File: src/pkg/timing_guard_pkg.sv
// constants, field layouts and carrier structs for the command timing guard
// assumes a scheduler that offers one command per cycle and honours its grant
// Behaviour
// - after activate then write with page close, hold same-bank activate for that spacing
// - bits 19:14 set activate to activate or refresh spacing, same bank
// - bits 13:6 set refresh to any activate or refresh spacing
// - bits 5:2 set activate to activate or refresh spacing, other bank
// - bits 1:0 set average refresh spacing in 3.9 us steps
// - refresh interval zero stops refresh and keeps its counter clear
// - all spacings but the refresh interval count core clock cycles, not frame periods
// - second register bits 18:16 set write to read spacing, other rank
`default_nettype none
package timing_guard_pkg;
  localparam int RANKS = 4;
  localparam int BANKS = 8;
  localparam logic [7:0] TIMING_A_OFFSET = 8'h48;
  localparam logic [7:0] TIMING_B_OFFSET = 8'h4c;
  localparam logic [31:0] TIMING_A_RESET = 32'h0000_0000;
  localparam logic [31:0] TIMING_B_RESET = 32'h0000_0000;
  localparam logic [31:0] TIMING_A_RW_MASK = 32'h7fff_ffff;
  localparam logic [31:0] TIMING_B_RW_MASK = 32'h0007_ffff;
  localparam int WRC_LSB = 20;
  localparam int ROW_LSB = 14;
  localparam int RFC_LSB = 6;
  localparam int RRD_LSB = 2;
  localparam int REF_LSB = 0;
  localparam int W2R_LSB = 16;
  localparam int REF_STEP_NS = 3900;
  localparam int CLK_PERIOD_NS = 10;
  localparam int REF_STEP_CYCLES = REF_STEP_NS / CLK_PERIOD_NS;

  typedef enum logic [2:0]
  {
    CMD_ACT   = 3'h1,
    CMD_WRITE = 3'h2,
    CMD_READ  = 3'h3,
    CMD_REF   = 3'h4
  } dram_cmd_e;

  typedef struct packed
  {
    logic       valid;
    dram_cmd_e  cmd;
    logic [1:0] rank;
    logic [2:0] bank;
    logic       auto_close;
  } cmd_req_s;
endpackage
`default_nettype wire

File: src/rtl/dram_command_timing_guard.sv
// per-bank/per-rank spacing counters and refresh pacing for a cmd scheduler
// assumes register writes arrive as single-cycle strobes on the core clock
`timescale 1ns/1ps
`default_nettype none
module dram_command_timing_guard
(
  input  wire logic                        sys_clk,
  input  wire logic                        reset,
  input  wire logic                        reg_wr,
  input  wire logic [7:0]                  reg_addr,
  input  wire logic [31:0]                 reg_wdata,
  output logic      [31:0]                 reg_rdata,
  input  wire timing_guard_pkg::cmd_req_s  req,
  output logic                             grant,
  output logic      [3:0]                  refresh_due
);
  import timing_guard_pkg::*;

  // both timing words live here; software loads them once after
  // reading module presence data, before any traffic is offered.
  // changing a field other than the refresh interval mid-traffic only affects later reloads, so a
  // counter already running keeps the old spacing to its end
  logic [31:0] dram_bank_timing_a_reg;
  logic [31:0] ddr_turnaround_timing_b_reg;
  logic [31:0] rdata_next;

  // field views, all but the refresh interval (3.9 us steps) counted in core cycles
  wire [5:0] write_recovery_cycle_spacing =
    dram_bank_timing_a_reg[WRC_LSB +: 6];
  wire [5:0] same_bank_row_cycle = dram_bank_timing_a_reg[ROW_LSB +: 6];
  wire [7:0] refresh_cycle_spacing = dram_bank_timing_a_reg[RFC_LSB +: 8];
  wire [3:0] bank_to_bank_spacing = dram_bank_timing_a_reg[RRD_LSB +: 4];
  wire [1:0] refresh_interval = dram_bank_timing_a_reg[REF_LSB +: 2];
  wire [2:0] write_read_other_rank_spacing =
    ddr_turnaround_timing_b_reg[W2R_LSB +: 3];

  // register decode
  // read data is registered, so a read shows one cycle after the
  // address; unmapped offsets read zero and ignore writes
  wire sel_a = reg_addr == TIMING_A_OFFSET;
  wire sel_b = reg_addr == TIMING_B_OFFSET;
  assign rdata_next = sel_a ? dram_bank_timing_a_reg :
                      sel_b ? ddr_turnaround_timing_b_reg : 32'h0;

  // reserved bits stay zero by masking on write
  always_ff @(posedge sys_clk)
  begin
    if (reset)
    begin
      dram_bank_timing_a_reg      <= TIMING_A_RESET;
      ddr_turnaround_timing_b_reg <= TIMING_B_RESET;
      reg_rdata                   <= 32'h0;
    end
    else
    begin
      if (reg_wr && sel_a)
        dram_bank_timing_a_reg <= reg_wdata & TIMING_A_RW_MASK;
      if (reg_wr && sel_b)
        ddr_turnaround_timing_b_reg <= reg_wdata & TIMING_B_RW_MASK;
      reg_rdata <= rdata_next;
    end
  end

  // counters; bank timer holds the larger of row cycle and write recovery
  logic [7:0] bank_cnt_reg [RANKS][BANKS];
  logic       act_open_reg [RANKS][BANKS];
  logic [7:0] rank_act_cnt_reg [RANKS];
  logic [7:0] rank_ref_cnt_reg [RANKS];
  logic [7:0] rank_w2r_cnt_reg [RANKS];

  wire is_act   = req.cmd == CMD_ACT;
  wire is_ref   = req.cmd == CMD_REF;
  wire is_read  = req.cmd == CMD_READ;
  wire is_write = req.cmd == CMD_WRITE;

  // blocking checks per command kind
  // a counter loaded with n on the issue edge reaches zero n edges
  // later, so the next conflicting command goes one edge after that:
  // the spacing is n plus one, erring on the safe side by a cycle.
  // writes are never held back here; only reads see turnaround
  logic bank_busy;
  logic ref_bank_busy;
  logic w2r_busy;
  always_comb
  begin
    ref_bank_busy = 1'b0;
    w2r_busy      = 1'b0;
    for (int b = 0; b < BANKS; b++)
      if (bank_cnt_reg[req.rank][b] != 8'h0)
        ref_bank_busy = 1'b1;
    for (int r = 0; r < RANKS; r++)
      if (r != int'(req.rank) && rank_w2r_cnt_reg[r] != 8'h0)
        w2r_busy = 1'b1;
  end
  assign bank_busy = bank_cnt_reg[req.rank][req.bank] != 8'h0;

  wire rank_gap = rank_act_cnt_reg[req.rank] != 8'h0 ||
                  rank_ref_cnt_reg[req.rank] != 8'h0;
  assign grant = req.valid &&
    !((is_act && (bank_busy || rank_gap)) ||
      (is_ref && (ref_bank_busy || rank_gap)) ||
      (is_read && w2r_busy));
  wire issued = grant;

  // per-bank/rank down counters, reloaded on issued activates, refreshes and writes
  // rank timers: activate spacing, refresh recovery, write turnaround.
  // the turnaround timer is checked against other ranks only, since
  // dimm grouping is not known here every other rank is treated alike
  generate
    for (genvar r = 0; r < RANKS; r++)
    begin : g_rank
      wire hit_r = issued && req.rank == 2'(r);
      always_ff @(posedge sys_clk)
      begin
        if (reset)
        begin
          rank_act_cnt_reg[r] <= 8'h0;
          rank_ref_cnt_reg[r] <= 8'h0;
          rank_w2r_cnt_reg[r] <= 8'h0;
        end
        else
        begin
          if (hit_r && is_act)
            rank_act_cnt_reg[r] <= {4'h0, bank_to_bank_spacing};
          else if (rank_act_cnt_reg[r] != 8'h0)
            rank_act_cnt_reg[r] <= rank_act_cnt_reg[r] - 8'h1;
          if (hit_r && is_ref)
            rank_ref_cnt_reg[r] <= refresh_cycle_spacing;
          else if (rank_ref_cnt_reg[r] != 8'h0)
            rank_ref_cnt_reg[r] <= rank_ref_cnt_reg[r] - 8'h1;
          if (hit_r && is_write)
            rank_w2r_cnt_reg[r] <= {5'h0, write_read_other_rank_spacing};
          else if (rank_w2r_cnt_reg[r] != 8'h0)
            rank_w2r_cnt_reg[r] <= rank_w2r_cnt_reg[r] - 8'h1;
        end
      end
      for (genvar b = 0; b < BANKS; b++)
      begin : g_bank
        wire hit_b = hit_r && req.bank == 3'(b);
        logic [7:0] remain;
        assign remain = bank_cnt_reg[r][b] == 8'h0 ? 8'h0 :
                        bank_cnt_reg[r][b] - 8'h1;
        // write-recovery only extends a wait, never shortens a row cycle
        wire [7:0] wrc_load = {2'h0, write_recovery_cycle_spacing};
        always_ff @(posedge sys_clk)
        begin
          if (reset)
          begin
            bank_cnt_reg[r][b] <= 8'h0;
            act_open_reg[r][b] <= 1'b0;
          end
          else if (hit_b && is_act)
          begin
            bank_cnt_reg[r][b] <= {2'h0, same_bank_row_cycle};
            act_open_reg[r][b] <= 1'b1;
          end
          else if (hit_b && is_write && req.auto_close && act_open_reg[r][b])
          begin
            bank_cnt_reg[r][b] <= remain > wrc_load ? remain : wrc_load;
            act_open_reg[r][b] <= 1'b0;
          end
          else
            bank_cnt_reg[r][b] <= remain;
        end
      end
    end
  endgenerate

  // refresh pacing: one step count per 3.9 us unit, one tick per interval
  // the step counter only runs with refresh on; turning the field to
  // zero clears it at once, so a later enable starts a full interval.
  // all ranks share one tick; the scheduler spreads the refreshes
  logic [8:0] step_cnt_reg;
  logic [1:0] unit_cnt_reg;
  logic [3:0] owed_reg [RANKS];
  wire ref_on = refresh_interval != 2'h0;
  wire step_done = step_cnt_reg == 9'(REF_STEP_CYCLES - 1);
  wire interval_done = step_done && unit_cnt_reg == refresh_interval - 2'h1;

  always_ff @(posedge sys_clk)
  begin
    if (reset || !ref_on)
    begin
      step_cnt_reg <= 9'h0;
      unit_cnt_reg <= 2'h0;
    end
    else if (step_done)
    begin
      step_cnt_reg <= 9'h0;
      unit_cnt_reg <= interval_done ? 2'h0 : unit_cnt_reg + 2'h1;
    end
    else
      step_cnt_reg <= step_cnt_reg + 9'h1;
  end

  // owed refreshes per rank, up to nine, so bursts may catch up on average
  // a tick and an issued refresh in one cycle cancel out; at nine the
  // count saturates and further ticks are lost, which the scheduler
  // must avoid by draining the owed count in time
  generate
    for (genvar r = 0; r < RANKS; r++)
    begin : g_owed
      wire done_r = issued && is_ref && req.rank == 2'(r);
      wire add_r = interval_done && owed_reg[r] != 4'h9;
      always_ff @(posedge sys_clk)
      begin
        if (reset || !ref_on)
          owed_reg[r] <= 4'h0;
        else if (add_r && !done_r)
          owed_reg[r] <= owed_reg[r] + 4'h1;
        else if (done_r && !add_r && owed_reg[r] != 4'h0)
          owed_reg[r] <= owed_reg[r] - 4'h1;
      end
      assign refresh_due[r] = owed_reg[r] != 4'h0;
    end
  endgenerate
endmodule
`default_nettype wire

File: config.mk
export PLATFORM = sky130hd
export DESIGN_NAME = dram_command_timing_guard
export DESIGN_NICKNAME = d
export VERILOG_FILES = /design/src/pkg/timing_guard_pkg.sv /design/src/rtl/dram_command_timing_guard.sv
export SDC_FILE = /design/constraint.sdc
export NUM_CORES = 2
export LEC_CHECK = 0
export BUFFER_PORTS_ARGS = -buffer_cell sky130_fd_sc_hd__buf_4
export CORE_MARGIN = 1.5
export CORE_UTILIZATION = 47
export CTS_CLUSTER_DIAMETER = 30
export CTS_CLUSTER_SIZE = 12
export DETAILED_ROUTE_END_ITERATION = 7
export PLACE_DENSITY_LB_ADDON = 0.3
export SYNTH_ARGS = -nofsm -noshare
export SYNTH_HDL_FRONTEND = slang
export SYNTH_SLANG_ARGS = --single-unit
File: constraint.sdc
create_clock -name sys_clk -period 5 [get_ports sys_clk]
set_clock_uncertainty 0.2 [all_clocks]
set_input_delay 0.5 -clock sys_clk [delete_from_list [all_inputs] [get_ports sys_clk]]
set_output_delay 0.5 -clock sys_clk [all_outputs]
set_load 0.02 [all_outputs]
==> results.sh <==
export IMPL_start_util=0.475
export IMPL_die_w_um=286
export IMPL_r2r_cells=19
export IMPL_maxSlewViolCount=0
export IMPL_ys_top_cells_by_area="edfxtp_1 32%, ha_1 9.8%, nor2_1 6.2%"
export IMPL_critPathLaunchType="flip-flop"
export IMPL_layout_cells_non_filler=6009
export IMPL_slowest_delay_ns=0.50
export IMPL_pre_cts_ws_ns=-0.0988
export IMPL_synthFlopType="edfxtp_1"
export IMPL_synthToLayoutAreaGrowth_pct=22.9
export IMPL_synthArstFlopShare=0
export IMPL_worst_pin_slew_ns=1.09
export IMPL_critPathArrivalTime_ns=5.08
export IMPL_synth_seq_area_share=0.369
export IMPL_ys_types=96
export IMPL_clk_pin_slew_ns=0.05
export IMPL_dp_cells=5708
export IMPL_overflow=0
export IMPL_rows=103
export IMPL_cts_tree="yes"
export IMPL_routedWlPerCell_um=21.3
export IMPL_maxCapViolations=0
export IMPL_post_cts_buffers=0
export IMPL_nNetsFinal=5187
export IMPL_core_um2=79000
export IMPL_drc_errors=1
export IMPL_dr_pass1_iters=8
export IMPL_cts_htree_levels=4
export IMPL_p_leak_uw=0.0183
export IMPL_synth_area_um2=37600
export IMPL_violations="design-rule violations"
export IMPL_largest_reg_flops=256
export IMPL_clk_latency_ns=0.73
export IMPL_top_layer="met5"
export IMPL_timing_fmax_ghz=0.212
export IMPL_yosysMostFrequentCell="nor2_1"
export IMPL_outcome="finished with violations"
export IMPL_antenna_found_initial=2
export IMPL_hold_slack_ns=0.106
export IMPL_timing_rr_start="bank_cnt_reg[0][39]$_DFFE_PP_"
export IMPL_syn_avg_cell_area_um2=8.66
export IMPL_setup_ws_ns=0.272
export IMPL_startpoint="bank_cnt_reg[0][39]$_DFFE_PP_"
export IMPL_timing_rr_end="owed_reg[2][3]$_SDFFCE_PN0P_"
export IMPL_synth_top_area_frac=0.320
export IMPL_power_share_clock=0.478
export IMPL_fillCellCount=6846
export IMPL_gp_congestion=0.978
export IMPL_fp_dieH_um=286
export IMPL_timing_slew_headroom=0.269
export IMPL_swShare=0.299
export IMPL_die_area_um2=81600
export IMPL_synth_top_area_cell="edfxtp_1"
export IMPL_wl_met3_mm=14.4
export IMPL_cp_cell_sequence="nor2_1, mux4_2, nor3b_1, o22ai_1, o41ai_2, buf_4, a41o_1, nand4_1, or3_1, inv_1, ha_1, a21o_1, a21oi_1, buf_4, nor3b_1, o21ai_0, o21ai_0, nand2_1, a21oi_1"
export IMPL_final_hold_viol_count=0
export IMPL_power_frac_seq=0.309
export IMPL_root_buffer="clkbuf_16"
export IMPL_grt_pass1_vias=34400
export IMPL_path_delay_family="simple AND/OR/NAND/NOR gates"
export IMPL_rsz0062_at_grt="no"
export IMPL_yosysWarnings=0
export IMPL_clock_sinks=492
export IMPL_cp_end_kind="flip-flop"
export IMPL_vias=36100
export IMPL_netlist_instances=4336
export IMPL_power_density_nw_per_um2=395
export IMPL_wl_met2_mm=56.2
export IMPL_fin_area_um2=46100
export IMPL_p_int_uw=12800
export IMPL_clk_path_buf_depth=3
export IMPL_path_buf_inv=3
export IMPL_place_area_um2=41100
export IMPL_p_comb_frac=0.213
export IMPL_synth_seq_cells=492
export IMPL_m1WireLength_mm=50.9
export IMPL_ant_nets=0
export IMPL_holdCritPathClass="in -> reg"
export IMPL_crit_required_ns=5.36
export IMPL_drt_wl_total_mm=128
export IMPL_cp_depth=19
export IMPL_place_port_buffers=87
export IMPL_drt_iter0_drc=3838
export IMPL_finalSetupViolCount=0
export IMPL_critPathCapture="owed_reg[2][3]$_SDFFCE_PN0P_"
export IMPL_fin_crit_ns=4.73
export IMPL_drive_gt1_frac=0.124
export IMPL_p_switching_uw=5440
export IMPL_synth_edf_count=400
export IMPL_path_max_fanout=7
export IMPL_vdd_drop_max_uv=317
export IMPL_grt_max_degree=128
export IMPL_slowest_stage="edfxtp_1"
export IMPL_rrSetupSlack_ns=0.27
export IMPL_via_per_inst=6.01
export IMPL_grt_pass1_wl_mm=196
export IMPL_ys_top_cells_by_count="620 x nor2_1, 471 x nand2_1, 400 x edfxtp_1"
export IMPL_cts_buffers=142
export IMPL_place_hpwl_mm=88.6
export IMPL_period_share=0.946
export IMPL_io_pins=90
export IMPL_worstSetupPathType="reg -> reg"
export IMPL_track_usage=0.308
-- routing by layer --
metal | vias up | track usage
li1 | 16700 | -
met5 | - | 0
met2 | 1964 | 0.477
met1 | 17000 | 0.405
met3 | 403 | 0.0697
met4 | 4 | 0.154
-- layout make-up --
type,count,area [µm²],share of cell area
clock inverters,84,798,0.0173
multi-input cells,3731,23300,0.504
repair buffers,297,2390,0.0518
inverters,175,657,0.0142
well taps,1050,1310,0.0285
clock buffers,179,3870,0.0838
flip-flops and latches,492,13900,0.300
diodes,1,2.50,0.0000542
-- power groups by stage --
stage	Combinational, µW	Sequential (µW)	Clock (µW)
after CTS	3840	5610	8770
after detailed placement	3770	5670	0
after global placement	3680	5660	0
after floorplan	2960	5510	0
final	3880	5620	8720
after global routing	4370	5690	9000
-- worst min-delay path by stage --
stage	start	end	slack, ns	cells after the start
after global placement	dram_bank_timing_a_reg[27]$_SDFFE_PP0P_	reg_rdata[27]$_SDFF_PP0_	0.24	1
after CTS	reg_addr[2]	reg_rdata[20]$_SDFF_PP0_	0.08	2
final	reg_addr[2]	reg_rdata[20]$_SDFF_PP0_	0.11	2
after global routing	reg_addr[2]	reg_rdata[5]$_SDFF_PP0_	0.12	3
after floorplan	dram_bank_timing_a_reg[26]$_SDFFE_PP0P_	reg_rdata[26]$_SDFF_PP0_	0.23	1
after detailed placement	dram_bank_timing_a_reg[28]$_SDFFE_PP0P_	reg_rdata[28]$_SDFF_PP0_	0.24	1
-- logic make-up after synthesis --
group	share of synthesized area
AO/OA/AOI/OAI	0.165
XOR/XNOR	0.0536
adder cells (fa/ha/maj)	0.0985
buffers and inverters	0.0387
flip-flops	0.369
multiplexers	0.0329
other	0.000200
AND/OR/NAND/NOR	0.243
-- through the flow --
stage / util / setup TNS, ns / total power, µW
floorplan: - / 0 / 8470
global placement: 0.520 / -0.143 / 9340
detailed placement: 0.520 / -0.0988 / 9440
CTS: 0.584 / 0 / 18200
global route: 0.584 / 0 / 19100
finish: 0.584 / 0 / 18200
-- cell usage in the layout (no fill, tap or decap), types with 29 or more instances in the layout --
master         count
a211oi_1          31
a21o_1            40
a21oi_1          275
a221o_1           29
and2_1            29
and3_1            32
buf_4            254
clkbuf_16        147
conb_1           257
dfxtp_1           85
dlygate4sd3_1     37
edfxtp_1         400
ha_1             294
inv_1            167
mux2i_1           93
nand2_1          471
nand3_1          104
nand4_1           35
nor2_1           619
nor2b_1           41
nor3_1           231
nor4_1            67
nor4b_1           38
o21a_1            56
o21ai_0          151
o22ai_1           74
o31ai_1           36
or2_2             48
or3_1             52
xnor2_1          144
xor2_1            86
-- repair_timing --
| action | 4_1_cts | 5_1_grt |
|---|---|---|
| resized for setup | 0 | 1 |
| endpoints found under the setup margin | 0 | 1 |
| hold endpoints to repair | 50 | 0 |
| hold buffers | 37 | 0 |
(Power assumes the default switching activity.)
